File: src/core/sspr_pkg.sv
/*
 * Constants and types shared by the slave-side addressing and receive logic.
 * Assumes a single system clock; bus pins are sampled, never used as clocks.
 */
// What this block does
// - A repeated start resets slave state like a start, awaiting an address byte.
// - In 10-bit mode, a read high byte after a full match holds SCL for data.
// - A 10-bit write match sets prior-match until stop, write high byte or mismatch.
// - Start and stop interrupt enables raise the flag only in non-interrupting modes.
// - Ninth SCL pulse is the active-low acknowledge slot, driven by the receiver.
// - The acknowledge level seen on the ninth pulse is kept in the status bit.
// - With holds enabled, software's acknowledge value is sent to the master.
// - With both holds clear, hardware generates the acknowledge itself.
// - Where hardware acknowledges, buffer full forces a not-acknowledge; overflow does so unless overwrite is enabled.
// - Acknowledge-time flag sets after the eighth fall, only with a hold enabled.
// - Four slave modes; interrupting ones flag every start, restart and stop.
// - First byte after start is matched against the address; in 7-bit mode a match is then buffered.
// - A 7-bit or 10-bit high byte address mismatch returns to idle without raising the interrupt flag.
// - In 7-bit mode the address byte's lowest bit is not compared.
// - A 10-bit high byte is matched against 11110, address bits 2 and 1, then 0, or 1 after a prior match.
// - After the high byte, update-address sets and SCL holds until address rewrite.
// - The low byte sets flag and update-address even on mismatch; a rewrite clears it.
// - A matching write address clears direction, is buffered and acknowledged.
// - Every acknowledged byte raises the interrupt flag until software clears it.
// - With stretch enabled, SCL holds after each received byte except the 10-bit address bytes, until release.
// - With a hold enabled, eighth fall sets the flag and clears clock release.
// - With a hold enabled, the ninth fall sets the flag again unless not-acknowledged.
// - SDA is sampled on SCL rise; SDA changes while SCL high are start or stop.
// - A stop counts only after one SCL low period following the start.
package sspr_pkg;

	// Slave mode selections, two bits wide.
	localparam logic [1:0] MODE_7BIT = 2'h0;
	localparam logic [1:0] MODE_10BIT = 2'h1;
	localparam logic [1:0] MODE_7BIT_IRQ = 2'h2;
	localparam logic [1:0] MODE_10BIT_IRQ = 2'h3;
	localparam int MODE_IRQ_BIT = 1;
	localparam int MODE_TEN_BIT = 0;

	// Bit counter values and 10-bit header pattern.
	localparam logic [3:0] CNT_LAST_DATA = 4'h7;
	localparam logic [3:0] CNT_ACK = 4'h8;
	localparam logic [4:0] TEN_HEADER = 5'h1e;
	localparam int ADDR_HI_MSB = 2;
	localparam int ADDR_HI_LSB = 1;

	// Values after reset.
	localparam logic [7:0] ADDR_RESET = 8'h00;
	localparam logic CKP_RESET = 1'b1;

	// Receive buffer shape.
	localparam int FIFO_WIDTH = 8;
	localparam int FIFO_DEPTH = 16;

	typedef enum logic [2:0] {ST_IDLE, ST_ADDR, ST_ADDR_LO, ST_DATA, ST_READ} sspr_state_t;

endpackage : sspr_pkg

File: src/core/sspr_i2c_slave.sv
/*
 * Receive buffer FIFO and the slave addressing and receive engine.
 * Assumes SCL and SDA arrive asynchronously from an open-drain bus and that
 * control bits are written by logic on the same clock.
 */
`timescale 1ns/1ps

// Synchronous FIFO; full and empty come from flip-flops.
module sspr_fifo #(
	parameter int WIDTH = 8,
	parameter int DEPTH = 16
) (
	input wire logic clock,
	input wire logic rst_n,
	input wire logic in_valid,
	input wire logic [WIDTH-1:0] in_data,
	output logic in_ready,
	output logic out_valid,
	output logic [WIDTH-1:0] out_data,
	input wire logic out_ready
);
	localparam int AW = $clog2(DEPTH);

	logic [WIDTH-1:0] mem_q [DEPTH];
	logic [AW-1:0] wp_q, wp_d, rp_q, rp_d;
	logic [AW:0] cnt_q, cnt_d;
	logic full_q, full_d, empty_q, empty_d;
	logic push, pop;

	// Pointer and level updates; a push while full is refused.
	always_comb begin
		push = in_valid && !full_q;
		pop = out_ready && !empty_q;
		wp_d = push ? wp_q + AW'(1) : wp_q;
		rp_d = pop ? rp_q + AW'(1) : rp_q;
		cnt_d = cnt_q + (AW+1)'(push) - (AW+1)'(pop);
		full_d = (cnt_d == (AW+1)'(DEPTH));
		empty_d = (cnt_d == '0);
	end

	// Registers; storage has no reset since empty gates its use.
	always_ff @(posedge clock or negedge rst_n) begin
		if (!rst_n) begin
			wp_q <= '0;
			rp_q <= '0;
			cnt_q <= '0;
			full_q <= 1'b0;
			empty_q <= 1'b1;
		end else begin
			wp_q <= wp_d;
			rp_q <= rp_d;
			cnt_q <= cnt_d;
			full_q <= full_d;
			empty_q <= empty_d;
		end
	end

	always_ff @(posedge clock) begin
		if (push) begin
			mem_q[wp_q] <= in_data;
		end
	end

	assign in_ready = !full_q;
	assign out_valid = !empty_q;
	assign out_data = mem_q[rp_q];

	fifo_level_a: assert property (@(posedge clock) disable iff (!rst_n)
		push && !pop |=> cnt_q == $past(cnt_q) + 1'b1) else $error("fifo level wrong");
endmodule : sspr_fifo

// Slave addressing and receive engine.
module sspr_i2c_slave (
	input wire logic clock,
	input wire logic arst_n,
	input wire logic scl_in,
	input wire logic sda_in,
	output logic scl_out,
	output logic scl_oe_n,
	output logic sda_out,
	output logic sda_oe_n,
	input wire logic [1:0] port_mode_sel,
	input wire logic start_irq_en,
	input wire logic stop_irq_en,
	input wire logic address_hold_en,
	input wire logic data_hold_en,
	input wire logic stretch_en,
	input wire logic buffer_overwrite_en,
	input wire logic ack_value_bit,
	input wire logic address_wr,
	input wire logic [7:0] address_wdata,
	input wire logic clock_release_set,
	input wire logic irq_clear,
	input wire logic overflow_clear,
	output logic [7:0] slave_address_reg,
	output logic serial_irq_flag,
	output logic update_address_flag,
	output logic ack_time_flag,
	output logic ack_status_bit,
	output logic overflow_flag,
	output logic buffer_full_flag,
	output logic clock_release_bit,
	output logic read_dir_bit,
	output logic data_byte_bit,
	output logic prior_match_flag,
	output logic start_seen,
	output logic stop_seen,
	output logic [7:0] rx_data,
	output logic rx_valid,
	input wire logic rx_ready
);
	logic [1:0] rst_sync_q;
	logic rst_n;
	logic scl_m_q, scl_s_q, scl_p_q, sda_m_q, sda_s_q, sda_p_q;
	logic scl_rise, scl_fall, start_det, stop_det;

	sspr_pkg::sspr_state_t st_q, st_d;
	logic [3:0] cnt_q, cnt_d;
	logic [7:0] sh_q, sh_d, adr_q, adr_d;
	logic low_q, low_d, irq_q, irq_d, ua_q, ua_d, ackt_q, ackt_d, acks_q, acks_d;
	logic ov_q, ov_d, ckp_q, ckp_d, rw_q, rw_d, da_q, da_d, pm_q, pm_d;
	logic ss_q, ss_d, ps_q, ps_d, sdrv_q, sdrv_d, pend_q, pend_d;
	logic ok_q, ok_d, push_q, push_d, sclo_q, sclo_d;
	logic fifo_ready, irq_mode, ten, hold_en, block, match;
	logic [7:0] push_data_q;

	// Reset release through two flip-flops.
	always_ff @(posedge clock or negedge arst_n) begin
		if (!arst_n) begin
			rst_sync_q <= 2'b00;
		end else begin
			rst_sync_q <= {rst_sync_q[0], 1'b1};
		end
	end
	assign rst_n = rst_sync_q[1];

	// Pin synchronisers plus one stage for edge finding.
	always_ff @(posedge clock or negedge rst_n) begin
		if (!rst_n) begin
			{scl_m_q, scl_s_q, scl_p_q} <= 3'h7;
			{sda_m_q, sda_s_q, sda_p_q} <= 3'h7;
		end else begin
			{scl_m_q, scl_s_q, scl_p_q} <= {scl_in, scl_m_q, scl_s_q};
			{sda_m_q, sda_s_q, sda_p_q} <= {sda_in, sda_m_q, sda_s_q};
		end
	end

	always_comb begin
		scl_rise = scl_s_q && !scl_p_q;
		scl_fall = !scl_s_q && scl_p_q;
		start_det = scl_s_q && scl_p_q && sda_p_q && !sda_s_q;
		// Stop needs an SCL low period since the start.
		stop_det = scl_s_q && scl_p_q && !sda_p_q && sda_s_q && low_q;
		irq_mode = port_mode_sel[sspr_pkg::MODE_IRQ_BIT];
		ten = port_mode_sel[sspr_pkg::MODE_TEN_BIT];
	end

	// Byte-level decisions, taken from the completed shift register at the eighth fall.
	always_comb begin
		hold_en = (st_q == sspr_pkg::ST_DATA) ? data_hold_en : address_hold_en;
		// Full buffer refuses the byte; overflow does so unless overwrite is enabled.
		block = (buffer_full_flag || ov_q) && !buffer_overwrite_en || !fifo_ready;
		match = 1'b0;
		unique case (st_q)
			sspr_pkg::ST_ADDR: begin
				if (ten) begin
					match = sh_q[7:3] == sspr_pkg::TEN_HEADER
						&& sh_q[2:1] == adr_q[sspr_pkg::ADDR_HI_MSB:sspr_pkg::ADDR_HI_LSB]
						&& (!sh_q[0] || pm_q);
				end else begin
					match = sh_q[7:1] == adr_q[7:1];
				end
			end
			// Low byte compared on all eight bits.
			sspr_pkg::ST_ADDR_LO: match = sh_q == adr_q;
			sspr_pkg::ST_DATA: match = 1'b1;
			sspr_pkg::ST_IDLE, sspr_pkg::ST_READ: match = 1'b0;
		endcase
	end

	// Main engine next-state logic.
	always_comb begin
		st_d = st_q;
		cnt_d = cnt_q;
		sh_d = sh_q;
		adr_d = adr_q;
		low_d = low_q;
		irq_d = irq_q && !irq_clear;
		ua_d = ua_q;
		ackt_d = ackt_q;
		acks_d = acks_q;
		ov_d = ov_q && !overflow_clear;
		ckp_d = ckp_q || clock_release_set;
		rw_d = rw_q;
		da_d = da_q;
		pm_d = pm_q;
		ss_d = ss_q;
		ps_d = ps_q;
		sdrv_d = sdrv_q;
		pend_d = pend_q;
		ok_d = ok_q;
		push_d = 1'b0;
		if (address_wr) begin
			adr_d = address_wdata;
			ua_d = 1'b0;
		end
		// Low period since the start. The fall right after a start is no bit clock,
		// so falls are only counted once this flag is up.
		if (!scl_s_q) begin
			low_d = 1'b1;
		end
		// Software acknowledge sent once the clock is released.
		if (pend_q && clock_release_set) begin
			pend_d = 1'b0;
			sdrv_d = !ack_value_bit;
		end
		if (start_det) begin
			// Start or restart resets the slave and awaits an address.
			st_d = sspr_pkg::ST_ADDR;
			cnt_d = '0;
			low_d = 1'b0;
			sdrv_d = 1'b0;
			pend_d = 1'b0;
			ackt_d = 1'b0;
			ss_d = 1'b1;
			ps_d = 1'b0;
			// Optional start interrupt; always in interrupting modes.
			if (irq_mode || start_irq_en) begin
				irq_d = 1'b1;
			end
		end else if (stop_det) begin
			st_d = sspr_pkg::ST_IDLE;
			cnt_d = '0;
			sdrv_d = 1'b0;
			pend_d = 1'b0;
			ackt_d = 1'b0;
			pm_d = 1'b0;
			ss_d = 1'b0;
			ps_d = 1'b1;
			if (irq_mode || stop_irq_en) begin
				irq_d = 1'b1;
			end
		end else if (st_q != sspr_pkg::ST_IDLE && st_q != sspr_pkg::ST_READ) begin
			if (scl_rise) begin
				if (cnt_q < sspr_pkg::CNT_ACK) begin
					sh_d = {sh_q[6:0], sda_s_q};
				end else begin
					// Acknowledge level as seen on the bus.
					acks_d = sda_s_q;
				end
			end else if (scl_fall && low_q && cnt_q < sspr_pkg::CNT_LAST_DATA) begin
				cnt_d = cnt_q + 4'h1;
			end else if (scl_fall && low_q && cnt_q == sspr_pkg::CNT_LAST_DATA) begin
				// Eighth fall: the byte is complete.
				cnt_d = sspr_pkg::CNT_ACK;
				ok_d = match && !block;
				if (match && block && (buffer_full_flag || ov_q)) begin
					ov_d = 1'b1;
				end
				if (st_q == sspr_pkg::ST_ADDR && ten) begin
					// Write high byte or failed match ends prior match.
					if (!match || !sh_q[0]) begin
						pm_d = 1'b0;
					end
				end
				if (match && !block && !(st_q == sspr_pkg::ST_ADDR && ten)) begin
					// Matching byte loaded into the buffer.
					push_d = 1'b1;
				end
				if (match && st_q != sspr_pkg::ST_DATA) begin
					// Direction bit from the address byte.
					rw_d = sh_q[0] && st_q == sspr_pkg::ST_ADDR;
					da_d = 1'b0;
				end else if (match) begin
					da_d = 1'b1;
				end
				if (match && (address_hold_en || data_hold_en) && hold_en) begin
					// Extra interrupt and stretch; acknowledge time.
					irq_d = 1'b1;
					ckp_d = 1'b0;
					ackt_d = 1'b1;
					pend_d = 1'b1;
				end else begin
					// Hardware acknowledge; driven low in the slot.
					sdrv_d = match && !block;
				end
			end else if (scl_fall && low_q && cnt_q == sspr_pkg::CNT_ACK) begin
				// Ninth fall: acknowledge slot over.
				cnt_d = '0;
				sdrv_d = 1'b0;
				pend_d = 1'b0;
				ackt_d = 1'b0;
				// Flag again unless a not-acknowledge went out.
				if (sdrv_q) begin
					irq_d = 1'b1;
				end
				unique case (st_q)
					sspr_pkg::ST_ADDR: begin
						if (!sdrv_q) begin
							st_d = sspr_pkg::ST_IDLE;
						end else if (rw_q) begin
							// Read request: hold SCL for outgoing data.
							st_d = sspr_pkg::ST_READ;
							ckp_d = 1'b0;
						end else if (ten) begin
							st_d = sspr_pkg::ST_ADDR_LO;
							ua_d = 1'b1;
						end else begin
							st_d = sspr_pkg::ST_DATA;
							ckp_d = ckp_d && !stretch_en;
						end
					end
					sspr_pkg::ST_ADDR_LO: begin
						// Flag and update-address even on mismatch.
						irq_d = 1'b1;
						ua_d = 1'b1;
						st_d = ok_q && sdrv_q ? sspr_pkg::ST_DATA : sspr_pkg::ST_IDLE;
						// Full write match sets prior match.
						pm_d = ok_q;
					end
					sspr_pkg::ST_DATA: begin
						if (stretch_en) begin
							ckp_d = 1'b0;
						end
					end
					default: st_d = st_q;
				endcase
			end
		end
		// SCL is held while release is pending or the address needs updating.
		sclo_d = ckp_d && !ua_d;
	end

	// Engine registers.
	always_ff @(posedge clock or negedge rst_n) begin
		if (!rst_n) begin
			st_q <= sspr_pkg::ST_IDLE;
			cnt_q <= '0;
			sh_q <= '0;
			adr_q <= sspr_pkg::ADDR_RESET;
			{low_q, irq_q, ua_q, ackt_q, acks_q, ov_q} <= 6'h00;
			ckp_q <= sspr_pkg::CKP_RESET;
			{rw_q, da_q, pm_q, ss_q, ps_q, sdrv_q, pend_q, ok_q, push_q} <= 9'h000;
			sclo_q <= 1'b1;
			push_data_q <= '0;
		end else begin
			st_q <= st_d;
			cnt_q <= cnt_d;
			sh_q <= sh_d;
			adr_q <= adr_d;
			{low_q, irq_q, ua_q, ackt_q, acks_q, ov_q} <=
				{low_d, irq_d, ua_d, ackt_d, acks_d, ov_d};
			ckp_q <= ckp_d;
			{rw_q, da_q, pm_q, ss_q, ps_q, sdrv_q, pend_q, ok_q, push_q} <=
				{rw_d, da_d, pm_d, ss_d, ps_d, sdrv_d, pend_d, ok_d, push_d};
			sclo_q <= sclo_d;
			push_data_q <= sh_q;
		end
	end

	// Receive buffer; when full it refuses bytes, which the hardware acknowledge turns into a not-acknowledge.
	sspr_fifo #(
		.WIDTH(sspr_pkg::FIFO_WIDTH),
		.DEPTH(sspr_pkg::FIFO_DEPTH)
	) u_rx_fifo (
		.clock(clock),
		.rst_n(rst_n),
		.in_valid(push_q),
		.in_data(push_data_q),
		.in_ready(fifo_ready),
		.out_valid(rx_valid),
		.out_data(rx_data),
		.out_ready(rx_ready)
	);

	// Outputs straight from flip-flops; pins only ever pull low.
	assign buffer_full_flag = !fifo_ready;
	assign scl_out = 1'b0;
	assign sda_out = 1'b0;
	assign scl_oe_n = sclo_q;
	assign sda_oe_n = !sdrv_q;
	assign slave_address_reg = adr_q;
	assign serial_irq_flag = irq_q;
	assign update_address_flag = ua_q;
	assign ack_time_flag = ackt_q;
	assign ack_status_bit = acks_q;
	assign overflow_flag = ov_q;
	assign clock_release_bit = ckp_q;
	assign read_dir_bit = rw_q;
	assign data_byte_bit = da_q;
	assign prior_match_flag = pm_q;
	assign start_seen = ss_q;
	assign stop_seen = ps_q;

	restart_resets_a: assert property (@(posedge clock) disable iff (!rst_n)
		start_det |=> st_q == sspr_pkg::ST_ADDR && cnt_q == 4'h0) else $error("restart not reset");
	read_holds_a: assert property (@(posedge clock) disable iff (!rst_n)
		st_q == sspr_pkg::ST_READ && $past(st_q) != sspr_pkg::ST_READ |-> !scl_oe_n)
		else $error("read not held");
	prior_stop_a: assert property (@(posedge clock) disable iff (!rst_n)
		stop_det |=> !pm_q) else $error("prior match kept over stop");
	start_irq_a: assert property (@(posedge clock) disable iff (!rst_n)
		start_det && (irq_mode || start_irq_en) |=> irq_q) else $error("start irq missing");
	ack_slot_a: assert property (@(posedge clock) disable iff (!rst_n)
		!sda_oe_n |-> cnt_q == sspr_pkg::CNT_ACK) else $error("sda driven outside slot");
	ack_status_a: assert property (@(posedge clock) disable iff (!rst_n)
		scl_rise && cnt_q == sspr_pkg::CNT_ACK && !start_det && !stop_det
		&& st_q inside {sspr_pkg::ST_ADDR, sspr_pkg::ST_ADDR_LO, sspr_pkg::ST_DATA}
		|=> ack_status_bit == $past(sda_s_q)) else $error("ack status wrong");
	ack_time_a: assert property (@(posedge clock) disable iff (!rst_n)
		ack_time_flag |-> address_hold_en || data_hold_en || $past(ack_time_flag))
		else $error("ack time without hold");
	mismatch_quiet_a: assert property (@(posedge clock) disable iff (!rst_n)
		scl_fall && cnt_q == sspr_pkg::CNT_LAST_DATA && st_q == sspr_pkg::ST_ADDR && !match
		&& !start_det && !stop_det |=> !push_q ##1 !push_q) else $error("mismatch buffered");
	ua_clear_a: assert property (@(posedge clock) disable iff (!rst_n)
		address_wr |=> !ua_q || $past(scl_fall)) else $error("address write kept ua");
	stretch_hold_a: assert property (@(posedge clock) disable iff (!rst_n)
		!clock_release_bit |-> !scl_oe_n) else $error("scl not stretched");
endmodule : sspr_i2c_slave

File: config.mk
export PLATFORM = sky130hd
export DESIGN_NAME = sspr_i2c_slave
export DESIGN_NICKNAME = d
export VERILOG_FILES = /design/src/core/sspr_pkg.sv /design/src/core/sspr_i2c_slave.sv
export SDC_FILE = /design/constraint.sdc
export NUM_CORES = 1
export LEC_CHECK = 0
export BUFFER_PORTS_ARGS = -buffer_cell sky130_fd_sc_hd__clkbuf_2
export CELL_PAD_IN_SITES_DETAIL_PLACEMENT = 0
export CELL_PAD_IN_SITES_GLOBAL_PLACEMENT = 1
export CORE_UTILIZATION = 46
export CTS_CLUSTER_SIZE = 30
export DETAILED_ROUTE_END_ITERATION = 10
export MAX_ROUTING_LAYER = met4
export PLACE_DENSITY = 0.75
export SLEW_MARGIN = 5
export SYNTH_ARGS = -nofsm -noshare
export SYNTH_HDL_FRONTEND = slang
export SYNTH_SLANG_ARGS = --single-unit
File: constraint.sdc
create_clock -name clock -period 2.2 [get_ports clock]
set_input_delay 0.22 -clock clock [delete_from_list [all_inputs] [get_ports clock]]
set_output_delay 0.22 -clock clock [all_outputs]
set_load 0.01 [all_outputs]
==> results.rst, run 1 <==
.. list-table::
   :header-rows: 1

   * - Metric
     - Value
   * - Fill cell instance count of the final layout
     - 1,363
   * - Detailed-route via count
     - 4,693
   * - Worst reg2reg startpoint
     - u_rx_fifo.empty_q$_DFF_PN1_
   * - Post-synth top flop
     - edfxtp_1
   * - Crit path largest cell delay
     - 0.57 ns
   * - Area of combinational cells with multiple inputs
     - 0.00255 mm²
   * - Routed wire per std cell
     - 19.0 µm
   * - Switching part of the total
     - 0.291
   * - Net switching power
     - 3.12 mW
   * - Maximum vdd ir drop
     - 0.843 mV
   * - Worst hold slack across all endpoints
     - 0.0155 ns
   * - Clock-pin transition on the worst setup and hold timing paths
     - 0.07 ns
   * - Leakage Power
     - 3.77 nW
   * - Combined area of all synthesized cells
     - 0.00832 mm²
   * - Number of setup violations in the final report
     - 10
   * - Core Box Area
     - 0.0175 mm²
   * - FF-to-FF End
     - u_rx_fifo.full_q$_DFF_PN0_
   * - IO Port Bufs
     - 56
   * - Die Y
     - 136 µm
   * - Clock network power share
     - 0.274
   * - Post-synthesis cell count
     - 507
   * - Signed area change from the synthesized netlist to the final layout
     - 18.8%
   * - Worst Path Arrival
     - 2.31 ns
   * - CP most frequent cell
     - mux4_2
   * - Critical path start-end classification
     - reg -> out
   * - Maximum clock frequency
     - 0.396 GHz
   * - Inserted Diodes
     - 0
   * - Die width
     - 136 µm
   * - Max-slew violations
     - 0
   * - Relative contribution of combinational cells to total power
     - 0.261
   * - Type of element capturing the critical path
     - primary output
   * - Largest register by flop count
     - u_rx_fifo.mem_q
   * - Total power divided by cell area
     - 1080 mW/mm²
   * - First-pass GRT wire length
     - 25,700 µm
   * - Critical-path cell with the highest stage delay
     - mux4_2
   * - Residual DRC count
     - 0
   * - Flop-to-flop setup slack
     - -0.10 ns
   * - Number of synthesized flops with an enable pin
     - 128
   * - Measured slew at the worst slew-check pin
     - 0.538 ns
   * - Clock Tree Buf Depth
     - 2
   * - Sequential cell area
     - 0.00563 mm²
   * - Post-layout net count
     - 657
   * - Flop pwr share
     - 0.465
   * - Mux share of post-synthesis cell area
     - 0.137
   * - Iteration count of the initial detailed-routing pass
     - 5
   * - Hold WC Path Type
     - in -> reg
   * - Synthesis warning total
     - 0
   * - Fraction of the cycle the final worst path needs
     - 1.15
   * - Initial drt markers
     - 306
   * - Per-cell via count in the routed design
     - 5.48
   * - Hold worst-path end
     - slave_address_reg[6]$_DFFE_PN0P_
   * - Maximum number of pins on one net before global-route repair
     - 42
   * - Synth unique cells
     - 63
   * - Worst slew margin
     - 0.641
   * - Max-cap check violation count
     - 0
   * - Total of flip-flops plus latches after synthesis
     - 199
   * - Worst Reg-to-Reg Cells
     - 9
   * - Run status
     - finished with violations
   * - Final estimated routing congestion in global placement
     - 0.868
   * - Worst setup margin
     - -0.328 ns
   * - Overflow left after global routing
     - 0
   * - Die area
     - 0.0186 mm²
   * - Ordered list of cells on the worst path
     - buf_12 -> mux4_2 -> mux4_2 -> buf_2
   * - Fraction of final layout cells sized beyond drive strength 1
     - 0.365
   * - Number of levels the H-tree was split into
     - 4
   * - Number of routed nets with antenna violations
     - 0
   * - Critical-path maximum fanout
     - 17
   * - Filler-free cell count of the finished design
     - 856
   * - Final Hold Fails
     - 0
   * - TritonCTS clock tree
     - built
   * - Power, Total
     - 10.7 mW
   * - Worst slack at placement
     - -0.130 ns
   * - Violated checks
     - setup timing
   * - Unrepaired setup endpoints after global routing
     - yes
   * - Dpl cell area
     - 0.00922 mm²
   * - Overall fraction of global-route tracks in use
     - 0.194
   * - Clock tree root buffer cell
     - clkbuf_16
   * - Internal power contribution
     - 7.59 mW
   * - Final wirelength
     - 16,200 µm
   * - Min-delay src
     - address_wdata[6]
   * - Num ports
     - 59
   * - Initial Util
     - 0.476
   * - CP startpoint kind
     - flip-flop
   * - Setup TNS
     - -2.57 ns
   * - Worst Hold Depth
     - 2
   * - Mean cell area of the mapped netlist
     - 16.4 µm²
   * - Seq/Total Area, Yosys
     - 0.677
   * - Antenna violations before repair
     - 0
   * - Standard-cell rows
     - 48
   * - Via count of the first global-routing pass
     - 4,686
   * - Final Cell Area
     - 0.00989 mm²
   * - Compound-gate portion of the synthesized area
     - 0.0450
   * - Post-layout utilization of the core
     - 0.566
   * - XOR/XNOR share of the synthesized area
     - 0.0208
   * - Dominant combinational cell family by area after synthesis
     - multiplexers
   * - Number of flip-flops in the largest register
     - 128
   * - TritonCTS Sinks
     - 199
   * - TritonCTS Buffers
     - 17
   * - Clock insertion delay at the later pin of the skew report
     - 0.43 ns
   * - Number of cells after detailed placement
     - 818
   * - Post-DP HPWL
     - 11,400 µm
   * - Share of flip-flops with an asynchronous set or reset
     - 0.357
   * - Period minus WS final
     - 2.53 ns
   * - Worst Skew
     - 0.0125 ns
   * - Post-Synth Simple-Gate Area
     - 0.0740
   * - Data required time at the worst endpoint
     - 1.98 ns
   * - Adder and majority gate portion of the synthesized area
     - 0.0205
## cell type report
type,instances,area share
multi-input combinational,261,0.258
sequential,199,0.570
clock inverter,13,0.0128
tap,225,0.0285
clock buffer,19,0.0438
inverter,22,0.00835
timing repair buffer,117,0.0786
## worst max-delay path by stage
stage                                  startpoint                    endpoint  slack, ns  cells past startpoint
floorplan             u_rx_fifo.empty_q$_DFF_PN1_  u_rx_fifo.full_q$_DFF_PN0_      -0.14                     10
global placement      u_rx_fifo.empty_q$_DFF_PN1_  u_rx_fifo.full_q$_DFF_PN0_      -0.08                      9
detailed placement    u_rx_fifo.empty_q$_DFF_PN1_  u_rx_fifo.full_q$_DFF_PN0_      -0.13                      9
CTS                 u_rx_fifo.rp_q[0]$_DFFE_PN0P_                  rx_data[6]      -0.38                      4
global route        u_rx_fifo.rp_q[0]$_DFFE_PN0P_                  rx_data[6]      -0.40                      4
finish              u_rx_fifo.rp_q[0]$_DFFE_PN0P_                  rx_data[6]      -0.33                      4
## critical path: cells and delay by family, from the launching register on
| kind | cells | cell delay, ns |
|---|---|---|
| buffers and inverters | 2 | 0.36 |
| flip-flops | 1 | 0.46 |
| multiplexers | 2 | 1.04 |
## repair_timing
item	4_1_cts	5_1_grt
endpoints found under the hold margin	5	0
resized for setup	4	8
setup buffers	0	2
setup endpoints to repair	10	14
hold buffers	4	0
cloned	0	0
## metal layers
metal	part of all wire	vias to the layer above	track usage
li1	-	2139	-
met2	0.49	130	0.293
met4	0.017	0	0.0698
met1	0.45	2400	0.262
met3	0.044	24	0.0389
met5	0	-	-
## power groups by stage
| stage | Sequential, mW | Combinational [mW] | Clock [mW] |
|---|---|---|---|
| 2_1_floorplan | 4.89 | 1.91 | 0 |
| 3_3_place_gp | 5.02 | 2.63 | 0 |
| 3_5_place_dp | 5.06 | 2.71 | 0 |
| 4_1_cts | 4.99 | 2.77 | 2.98 |
| 5_1_grt | 5.04 | 3.05 | 3.14 |
| 6_report | 4.97 | 2.80 | 2.94 |
## Yosys cell counts, types with 11 or more instances
library cell | number | area (µm²)
clkbuf_1 | 14 | 52.6
nand2_1 | 24 | 90.1
ha_1 | 12 | 150
a21oi_1 | 14 | 70.1
xnor2_1 | 13 | 114
mux2_1 | 11 | 124
inv_1 | 21 | 78.8
edfxtp_1 | 128 | 3840
mux4_2 | 40 | 901
dfrtp_1 | 62 | 1550
nor2_1 | 28 | 105
## cell usage in the layout (no fill, tap or decap), types with 4 or more instances in the layout
cell,count
a21o_1,5
a21oi_1,14
a31oi_1,5
buf_4,54
clkbuf_16,17
clkbuf_2,55
dfrtp_1,60
dfstp_2,9
dlygate4sd3_1,4
edfxtp_1,128
ha_1,10
inv_1,18
inv_2,4
mux2_1,11
mux2_2,8
mux4_2,40
nand2_1,24
nand2b_1,7
nand3_1,8
nand4_1,4
nor2_1,27
nor2b_1,6
nor3_1,9
o21ai_0,4
o21ai_1,5
xnor2_1,12
## cells by family after synthesis
group | count (synthesis)
buf+inv | 48
other cells | 2
simple gates | 112
flops | 199
mux | 61
compound gates | 54
fa+ha+maj | 13
xor+xnor | 18
(Power assumes the default switching activity.)
==> run 2, diff against run 1 <==
--- a/config.mk
+++ b/config.mk
@@ -11,7 +11,6 @@
 export CORE_UTILIZATION = 46
 export CTS_CLUSTER_SIZE = 30
 export DETAILED_ROUTE_END_ITERATION = 10
-export MAX_ROUTING_LAYER = met4
 export PLACE_DENSITY = 0.75
 export SLEW_MARGIN = 5
 export SYNTH_ARGS = -nofsm -noshare
==> run 2 against run 1 <==
Compared with the run above:
- the run still ends with setup timing left
- maximum frequency about the same
- clock power about the same
- flip-flop and latch count unchanged
- sequential power barely moved
- register-to-register slack about the same
- die area did not move
- global-route usage fell by 0.59 points
- core utilization stayed put
- critical path type unchanged
- largest power group unchanged
==> results.rst, run 2 (synthesis results as in run 1) <==
.. list-table::
   :header-rows: 1

   * - Metric
     - Value
   * - Ordered list of cells on the worst path
     - buf_12 -> mux4_2 -> mux4_2 -> buf_2
   * - Per-cell via count in the routed design
     - 5.43 (-0.89%)
   * - Power, Total
     - 10.7 mW (about the same)
   * - Number of levels the H-tree was split into
     - 4 (unchanged)
   * - Max-slew violations
     - 0 (unchanged)
   * - Worst slack at placement
     - -0.130 ns (unchanged)
   * - Period minus WS final
     - 2.53 ns (-0.00242 ns)
   * - Initial Util
     - 0.476 (unchanged)
   * - Post-layout utilization of the core
     - 0.566 (unchanged)
   * - Maximum number of pins on one net before global-route repair
     - 42 (unchanged)
   * - Violated checks
     - setup timing
   * - Hold WC Path Type
     - in -> reg
   * - CP most frequent cell
     - mux4_2
   * - Worst Hold Depth
     - 2 (unchanged)
   * - Flop-to-flop setup slack
     - -0.10 ns (about the same)
   * - Largest register by flop count
     - u_rx_fifo.mem_q
   * - TritonCTS Sinks
     - 199 (unchanged)
   * - Worst reg2reg startpoint
     - u_rx_fifo.empty_q$_DFF_PN1_
   * - Total power divided by cell area
     - 1080 mW/mm² (about the same)
   * - Clock Tree Buf Depth
     - 2 (unchanged)
   * - GR Util met2
     - 0.293 (-0.000564)
   * - IO Port Bufs
     - 56 (unchanged)
   * - Standard-cell rows
     - 48 (unchanged)
   * - Post-DP HPWL
     - 11,400 µm (unchanged)
   * - Via count of the first global-routing pass
     - 4,698 (+0.26%)
   * - Leakage Power
     - 3.77 nW (unchanged)
   * - Run status
     - finished with violations
   * - Iteration count of the initial detailed-routing pass
     - 5 (unchanged)
   * - Number of routed nets with antenna violations
     - 0 (unchanged)
   * - Final estimated routing congestion in global placement
     - 0.854 (-1.6%)
   * - First-pass GRT wire length
     - 25,700 µm (about the same)
   * - Final wirelength
     - 16,200 µm (about the same)
   * - TritonCTS Buffers
     - 17 (unchanged)
   * - Maximum clock frequency
     - 0.396 GHz (about the same)
   * - Worst Skew
     - 0.0130 ns (+0.000491 ns)
   * - Clock tree root buffer cell
     - clkbuf_16
   * - Critical-path maximum fanout
     - 17 (unchanged)
   * - Final Hold Fails
     - 0 (unchanged)
   * - GRT Max-Usage Layer
     - met2
   * - Post-layout net count
     - 657 (unchanged)
   * - Detailed-route via count
     - 4,651 (-0.89%)
   * - Number of cells after detailed placement
     - 818 (unchanged)
   * - Dpl cell area
     - 0.00922 mm² (unchanged)
   * - Number of flip-flops in the largest register
     - 128 (unchanged)
   * - TritonCTS clock tree
     - built
   * - Data required time at the worst endpoint
     - 1.98 ns (about the same)
   * - Critical-path cell with the highest stage delay
     - mux4_2
   * - Inserted Diodes
     - 0 (unchanged)
   * - Min-delay src
     - address_wdata[6]
   * - CP startpoint kind
     - flip-flop
   * - Most common cell after layout, fill and taps aside
     - edfxtp_1
   * - Measured slew at the worst slew-check pin
     - 0.540 ns (+0.00178 ns)
   * - Filler-free cell count of the finished design
     - 856 (unchanged)
   * - Worst Reg-to-Reg Cells
     - 9 (unchanged)
   * - Initial drt markers
     - 302 (-1.3%)
   * - Clock insertion delay at the later pin of the skew report
     - 0.43 ns (about the same)
   * - Family of cells with the greatest summed delay on the critical path
     - multiplexers
   * - Grt met1 use
     - 0.261 (about the same)
   * - Worst slew margin
     - 0.640 (-0.00119)
   * - Met3 usage in global routing
     - 0.0393 (+0.000370)
   * - Worst Path Arrival
     - 2.31 ns (about the same)
   * - Routed wire per std cell
     - 19.0 µm (about the same)
   * - Unrepaired setup endpoints after global routing
     - yes
   * - Die width
     - 136 µm (unchanged)
   * - Commonest cells after routing, fill and taps aside
     - edfxtp_1, dfrtp_1, clkbuf_2
   * - Crit path largest cell delay
     - 0.57 ns (about the same)
   * - Die area
     - 0.0186 mm² (unchanged)
   * - Critical path start-end classification
     - reg -> out
   * - Overflow left after global routing
     - 0 (unchanged)
   * - Number of setup violations in the final report
     - 10 (unchanged)
   * - Worst setup margin
     - -0.325 ns (+0.00242 ns)
   * - Num ports
     - 59 (unchanged)
   * - Signed area change from the synthesized netlist to the final layout
     - 18.8% (unchanged)
   * - Number of buffer and inverter instances along the worst setup path
     - 2 (unchanged)
   * - Residual DRC count
     - 0 (unchanged)
   * - Overall fraction of global-route tracks in use
     - 0.188 (-0.00590)
   * - Die Y
     - 136 µm (unchanged)
   * - Max-cap check violation count
     - 0 (unchanged)
   * - Maximum vdd ir drop
     - 0.847 mV (+0.45%)
   * - Fraction of the cycle the final worst path needs
     - 1.15 (about the same)
   * - Final Cell Area
     - 0.00989 mm² (unchanged)
   * - FF-to-FF End
     - u_rx_fifo.full_q$_DFF_PN0_
   * - Core Box Area
     - 0.0175 mm² (unchanged)
   * - Fraction of final layout cells sized beyond drive strength 1
     - 0.365 (unchanged)
   * - Antenna violations before repair
     - 0 (unchanged)
   * - Type of element capturing the critical path
     - primary output
   * - Hold worst-path end
     - slave_address_reg[6]$_DFFE_PN0P_
   * - Clock-pin transition on the worst setup and hold timing paths
     - 0.07 ns (about the same)
run 2: cell counts in the layout (fill, tap and decap cells not counted):
Identical to the previous run, type by type.
run 2: per-stage QoR:
step                      hold slack (ns)  TNS [ns]
final                              0.0204     -2.57
after global routing               0.0153     -3.29
after CTS                         0.00471     -3.04
after detailed placement          0.00934    -0.226
after global placement            0.00663    -0.141
after floorplan                   -0.0756    -0.255
run 2: worst max path at each step:
stage	slack, ns	endpoint	start	cells after the start
2_1_floorplan	-0.14	u_rx_fifo.full_q$_DFF_PN0_	u_rx_fifo.empty_q$_DFF_PN1_	10
3_3_place_gp	-0.08	u_rx_fifo.full_q$_DFF_PN0_	u_rx_fifo.empty_q$_DFF_PN1_	9
3_5_place_dp	-0.13	u_rx_fifo.full_q$_DFF_PN0_	u_rx_fifo.empty_q$_DFF_PN1_	9
4_1_cts	-0.38	rx_data[6]	u_rx_fifo.rp_q[0]$_DFFE_PN0P_	4
5_1_grt	-0.40	rx_data[6]	u_rx_fifo.rp_q[0]$_DFFE_PN0P_	4
6_report	-0.33	rx_data[6]	u_rx_fifo.rp_q[0]$_DFFE_PN0P_	4
run 2: worst register-to-register path: cells and delay by family (launching register included):
kind,cells,cell delay (ns)
AND/OR/NAND/NOR,3,0.70
buffers and inverters,3,0.14
adder cells (fa/ha/maj),3,0.85
flip-flops,1,0.53
run 2: metal layers:
layer | share of wire | vias up | routed length, µm
met4 | 0.016 | 0 | 267
met2 | 0.49 | 120 | 7960
met3 | 0.037 | 23 | 604
li1 | - | 2141 | -
met5 | 0 | - | 0
met1 | 0.46 | 2367 | 7390
run 2: report_power, final:
| part | leakage, nW | internal (mW) | switching [mW] |
|---|---|---|---|
| Combinational | 1.49 | 1.50 | 1.30 |
| Sequential | 2.01 | 4.52 | 0.456 |
| Clock | 0.261 | 1.57 | 1.36 |
| Total | 3.77 | 7.59 | 3.11 |
run 2: area by class of cell:
| class | instances | area, µm² |
|---|---|---|
| Inverter | 22 | 82.6 |
| Tap cell | 225 | 282 |
| Clock inverter | 13 | 126 |
| Clock buffer | 19 | 433 |
| Fill cell | 1363 | 7590 |
| Sequential cell | 199 | 5630 |
| Multi-Input combinational cell | 261 | 2550 |
| Timing Repair Buffer | 117 | 777 |
run 2: repair_timing:
item,4_1_cts,5_1_grt
pin swaps,0,0
gates resized for setup,4,8
setup endpoints to repair,10,14
gates cloned,0,0
hold buffers,4,0
buffers inserted,0,2
endpoints found under the hold margin,5,0
==> run 3, diff against run 2 <==
--- a/config.mk
+++ b/config.mk
@@ -8,10 +8,11 @@
 export BUFFER_PORTS_ARGS = -buffer_cell sky130_fd_sc_hd__clkbuf_2
 export CELL_PAD_IN_SITES_DETAIL_PLACEMENT = 0
 export CELL_PAD_IN_SITES_GLOBAL_PLACEMENT = 1
-export CORE_UTILIZATION = 46
+export CORE_UTILIZATION = 48
+export CTS_BUF_LIST = sky130_fd_sc_hd__clkbuf_8
 export CTS_CLUSTER_SIZE = 30
 export DETAILED_ROUTE_END_ITERATION = 10
-export PLACE_DENSITY = 0.75
+export PLACE_DENSITY = 0.78
 export SLEW_MARGIN = 5
 export SYNTH_ARGS = -nofsm -noshare
 export SYNTH_HDL_FRONTEND = slang
==> run 3 against run 2 <==
Compared with the run above:
- the flow still finishes with violations (setup timing)
- core utilization rose by 1.4 points
- highest routed layer unchanged
- final cell count fell by 0.70%
- maximum frequency rose by 1.3%
- clock-buffer cell count fell by 2
- non-clock buffer count rose by 2
- setup slack improved by 0.031 ns
- hold slack improved by 0.052 ns
- cell area fell by 1.8%
- critical path depth did not move
- die area fell by 4.1%
- combinational power barely moved
- clock power fell by 24%
==> results.rst, run 3 (synthesis results as in run 1) <==
.. list-table::
   :header-rows: 1

   * - Metric
     - Value
   * - Power, Total
     - 9.96 mW (-7.0%)
   * - Antenna violations before repair
     - 0 (unchanged)
   * - Max-slew violations
     - 0 (unchanged)
   * - Clock network power share
     - 0.223 (-0.051)
   * - Max-cap check violation count
     - 0 (unchanged)
   * - Worst Skew
     - 0.00953 ns (-0.00342 ns)
   * - Final wirelength
     - 16,000 µm (-1.5%)
   * - Initial drt markers
     - 299 (-0.99%)
   * - Clock tree root buffer cell
     - clkbuf_8
   * - FF-to-FF End
     - u_rx_fifo.full_q$_DFF_PN0_
   * - Commonest cells after routing, fill and taps aside
     - edfxtp_1, dfrtp_1, clkbuf_2
   * - TritonCTS clock tree
     - built
   * - Die width
     - 134 µm (-2.1%)
   * - Number of routed nets with antenna violations
     - 0 (unchanged)
   * - Net switching power
     - 2.95 mW (-5.2%)
   * - Critical-path maximum fanout
     - 19 (+2)
   * - Clock Tree Buf Depth
     - 2 (unchanged)
   * - Internal power contribution
     - 7.01 mW (-7.7%)
   * - Maximum number of pins on one net before global-route repair
     - 45 (+7.1%)
   * - Final estimated routing congestion in global placement
     - 0.858 (+0.42%)
   * - Maximum clock frequency
     - 0.401 GHz (+1.3%)
   * - Violated checks
     - setup timing
   * - TritonCTS Buffers
     - 17 (unchanged)
   * - First-pass GRT wire length
     - 25,700 µm (+0.35%)
   * - Post-layout utilization of the core
     - 0.579 (+0.0137)
   * - Signed area change from the synthesized netlist to the final layout
     - 16.7%
   * - Filler-free cell count of the finished design
     - 850 (-0.70%)
   * - Number of cells after detailed placement
     - 809 (-1.1%)
   * - Per-cell via count in the routed design
     - 5.48 (+0.94%)
   * - Die Y
     - 134 µm (-2.1%)
   * - IO Port Bufs
     - 56 (unchanged)
   * - Overflow left after global routing
     - 0 (unchanged)
   * - Measured slew at the worst slew-check pin
     - 0.561 ns (+0.0212 ns)
   * - Standard-cell rows
     - 47 (-2.1%)
   * - Num ports
     - 59 (unchanged)
   * - Unrepaired setup endpoints after global routing
     - yes
   * - Data required time at the worst endpoint
     - 1.98 ns (about the same)
   * - Clock-pin transition on the worst setup and hold timing paths
     - 0.10 ns (+0.03 ns)
   * - Post-DP HPWL
     - 11,400 µm (-0.11%)
   * - Post-CTS repair timing setup buffer count
     - 0 (unchanged)
   * - Leakage Power
     - 3.68 nW (-2.3%)
   * - Setup crit start
     - u_rx_fifo.rp_q[0]$_DFFE_PN0P_
   * - Clock insertion delay at the later pin of the skew report
     - 0.45 ns (+0.02 ns)
   * - Inserted Diodes
     - 0 (unchanged)
   * - Type of element capturing the critical path
     - primary output
   * - Residual DRC count
     - 0 (unchanged)
   * - Flop pwr share
     - 0.497 (+0.032)
   * - Worst slew margin
     - 0.626 (-0.0142)
   * - Critical path start-end classification
     - reg -> out
   * - Fraction of final layout cells sized beyond drive strength 1
     - 0.354 (-0.0105)
   * - Overall fraction of global-route tracks in use
     - 0.193 (+0.00527)
   * - Maximum vdd ir drop
     - 0.665 mV (-21%)
   * - TritonCTS Sinks
     - 199 (unchanged)
   * - CP startpoint kind
     - flip-flop
   * - Number of levels the H-tree was split into
     - 4 (unchanged)
   * - Detailed-route via count
     - 4,662 (+0.24%)
   * - Run status
     - finished with violations
   * - Via count of the first global-routing pass
     - 4,820 (+2.6%)
   * - Number of flip-flops in the largest register
     - 128 (unchanged)
   * - Flop-to-flop setup slack
     - -0.08 ns (+0.02 ns)
   * - Worst setup margin
     - -0.294 ns (+0.0312 ns)
   * - Final Hold Fails
     - 0 (unchanged)
   * - Core Box Area
     - 0.0168 mm² (-4.1%)
   * - Largest register by flop count
     - u_rx_fifo.mem_q
   * - Initial Util
     - 0.496 (+0.0204)
   * - Worst reg2reg startpoint
     - u_rx_fifo.empty_q$_DFF_PN1_
   * - Number of setup violations in the final report
     - 10 (unchanged)
   * - Relative contribution of combinational cells to total power
     - 0.281 (+0.020)
   * - Worst Path Arrival
     - 2.27 ns (-0.04 ns)
   * - Dpl cell area
     - 0.00920 mm² (-0.26%)
   * - Die area
     - 0.0179 mm² (-4.1%)
   * - Final Cell Area
     - 0.00971 mm² (-1.8%)
   * - Iteration count of the initial detailed-routing pass
     - 5 (unchanged)
   * - Worst hold slack across all endpoints
     - 0.0728 ns (+0.0524 ns)
   * - Switching part of the total
     - 0.296 (+0.00551)
   * - Total power divided by cell area
     - 1030 mW/mm² (-5.3%)
   * - Hold WC Path Type
     - in -> async
   * - Most common cell after layout, fill and taps aside
     - edfxtp_1
   * - Fraction of the cycle the final worst path needs
     - 1.13 (-0.0142)
   * - Period minus WS final
     - 2.49 ns (-0.0312 ns)
   * - Routed wire per std cell
     - 18.8 µm (-0.83%)
   * - Post-layout net count
     - 659 (+0.30%)
   * - Worst Reg-to-Reg Cells
     - 9 (unchanged)
## run 3: cell count changes in the layout (fill, tap and decap cells not counted), moves of 6 or more
cell           before  now
buf_4              54   48
clkbuf_16          17    0
clkbuf_8            0   17
dlygate4sd3_1       4   12
## run 3: repair_timing
| action | CTS | global route |
|---|---|---|
| pin swaps | 0 | 0 |
| endpoints found under the hold margin | 13 | 0 |
| setup endpoints to repair | 10 | 16 |
| hold buffers | 12 | 0 |
| resized for setup | 4 | 4 |
## run 3: critical path, cell delays in order (launching register included)
cell and delay, ns:
dfrtp_2 0.42, buf_12 0.20, mux4_2 0.53, mux4_2 0.51
clkbuf_2 0.15
## run 3: metrics by stage
step | setup TNS, ns | setup WS [ns]
finish | -2.32 | -0.294
global route | -3.31 | -0.392
CTS | -2.78 | -0.349
detailed placement | -0.325 | -0.175
global placement | -0.165 | -0.0870
floorplan | -0.255 | -0.137
## run 3: worst max path at each step
stage                                      end  slack (ns)  cells past startpoint
global route                        rx_data[0]       -0.39                      4
floorplan           u_rx_fifo.full_q$_DFF_PN0_       -0.14                     10
global placement    u_rx_fifo.full_q$_DFF_PN0_       -0.09                      9
detailed placement  u_rx_fifo.full_q$_DFF_PN0_       -0.18                      9
CTS                                 rx_data[0]       -0.35                      4
finish                              rx_data[0]       -0.29                      4
## run 3: layout make-up
type / count / area, µm²
multi-input cells: 261 / 2530
clock inverters: 12 / 130
fillers: 1285 / 7050
flip-flops and latches: 199 / 5630
well taps: 220 / 275
clock buffers: 17 / 234
repair buffers: 119 / 821
inverters: 22 / 85.1
## run 3: power by group through the flow
stage / sequential [mW] / clock, mW / combinational, mW
2_1_floorplan: 4.89 / 0 / 1.91
3_3_place_gp: 4.98 / 0 / 2.66
5_1_grt: 5.01 / 2.41 / 3.05
6_report: 4.95 / 2.22 / 2.79
4_1_cts: 4.96 / 2.27 / 2.81
3_5_place_dp: 5.03 / 0 / 2.75
## run 3: per-layer routing
| layer | global-route usage | routed length, µm | up-vias | part of all wire |
|---|---|---|---|---|
| met1 | 0.264 | 7150 | 2363 | 0.45 |
| li1 | - | - | 2142 | - |
| met4 | 0.0625 | 217 | 0 | 0.014 |
| met5 | 0 | 0 | - | 0 |
| met2 | 0.313 | 7890 | 138 | 0.49 |
| met3 | 0.0384 | 720 | 19 | 0.045 |
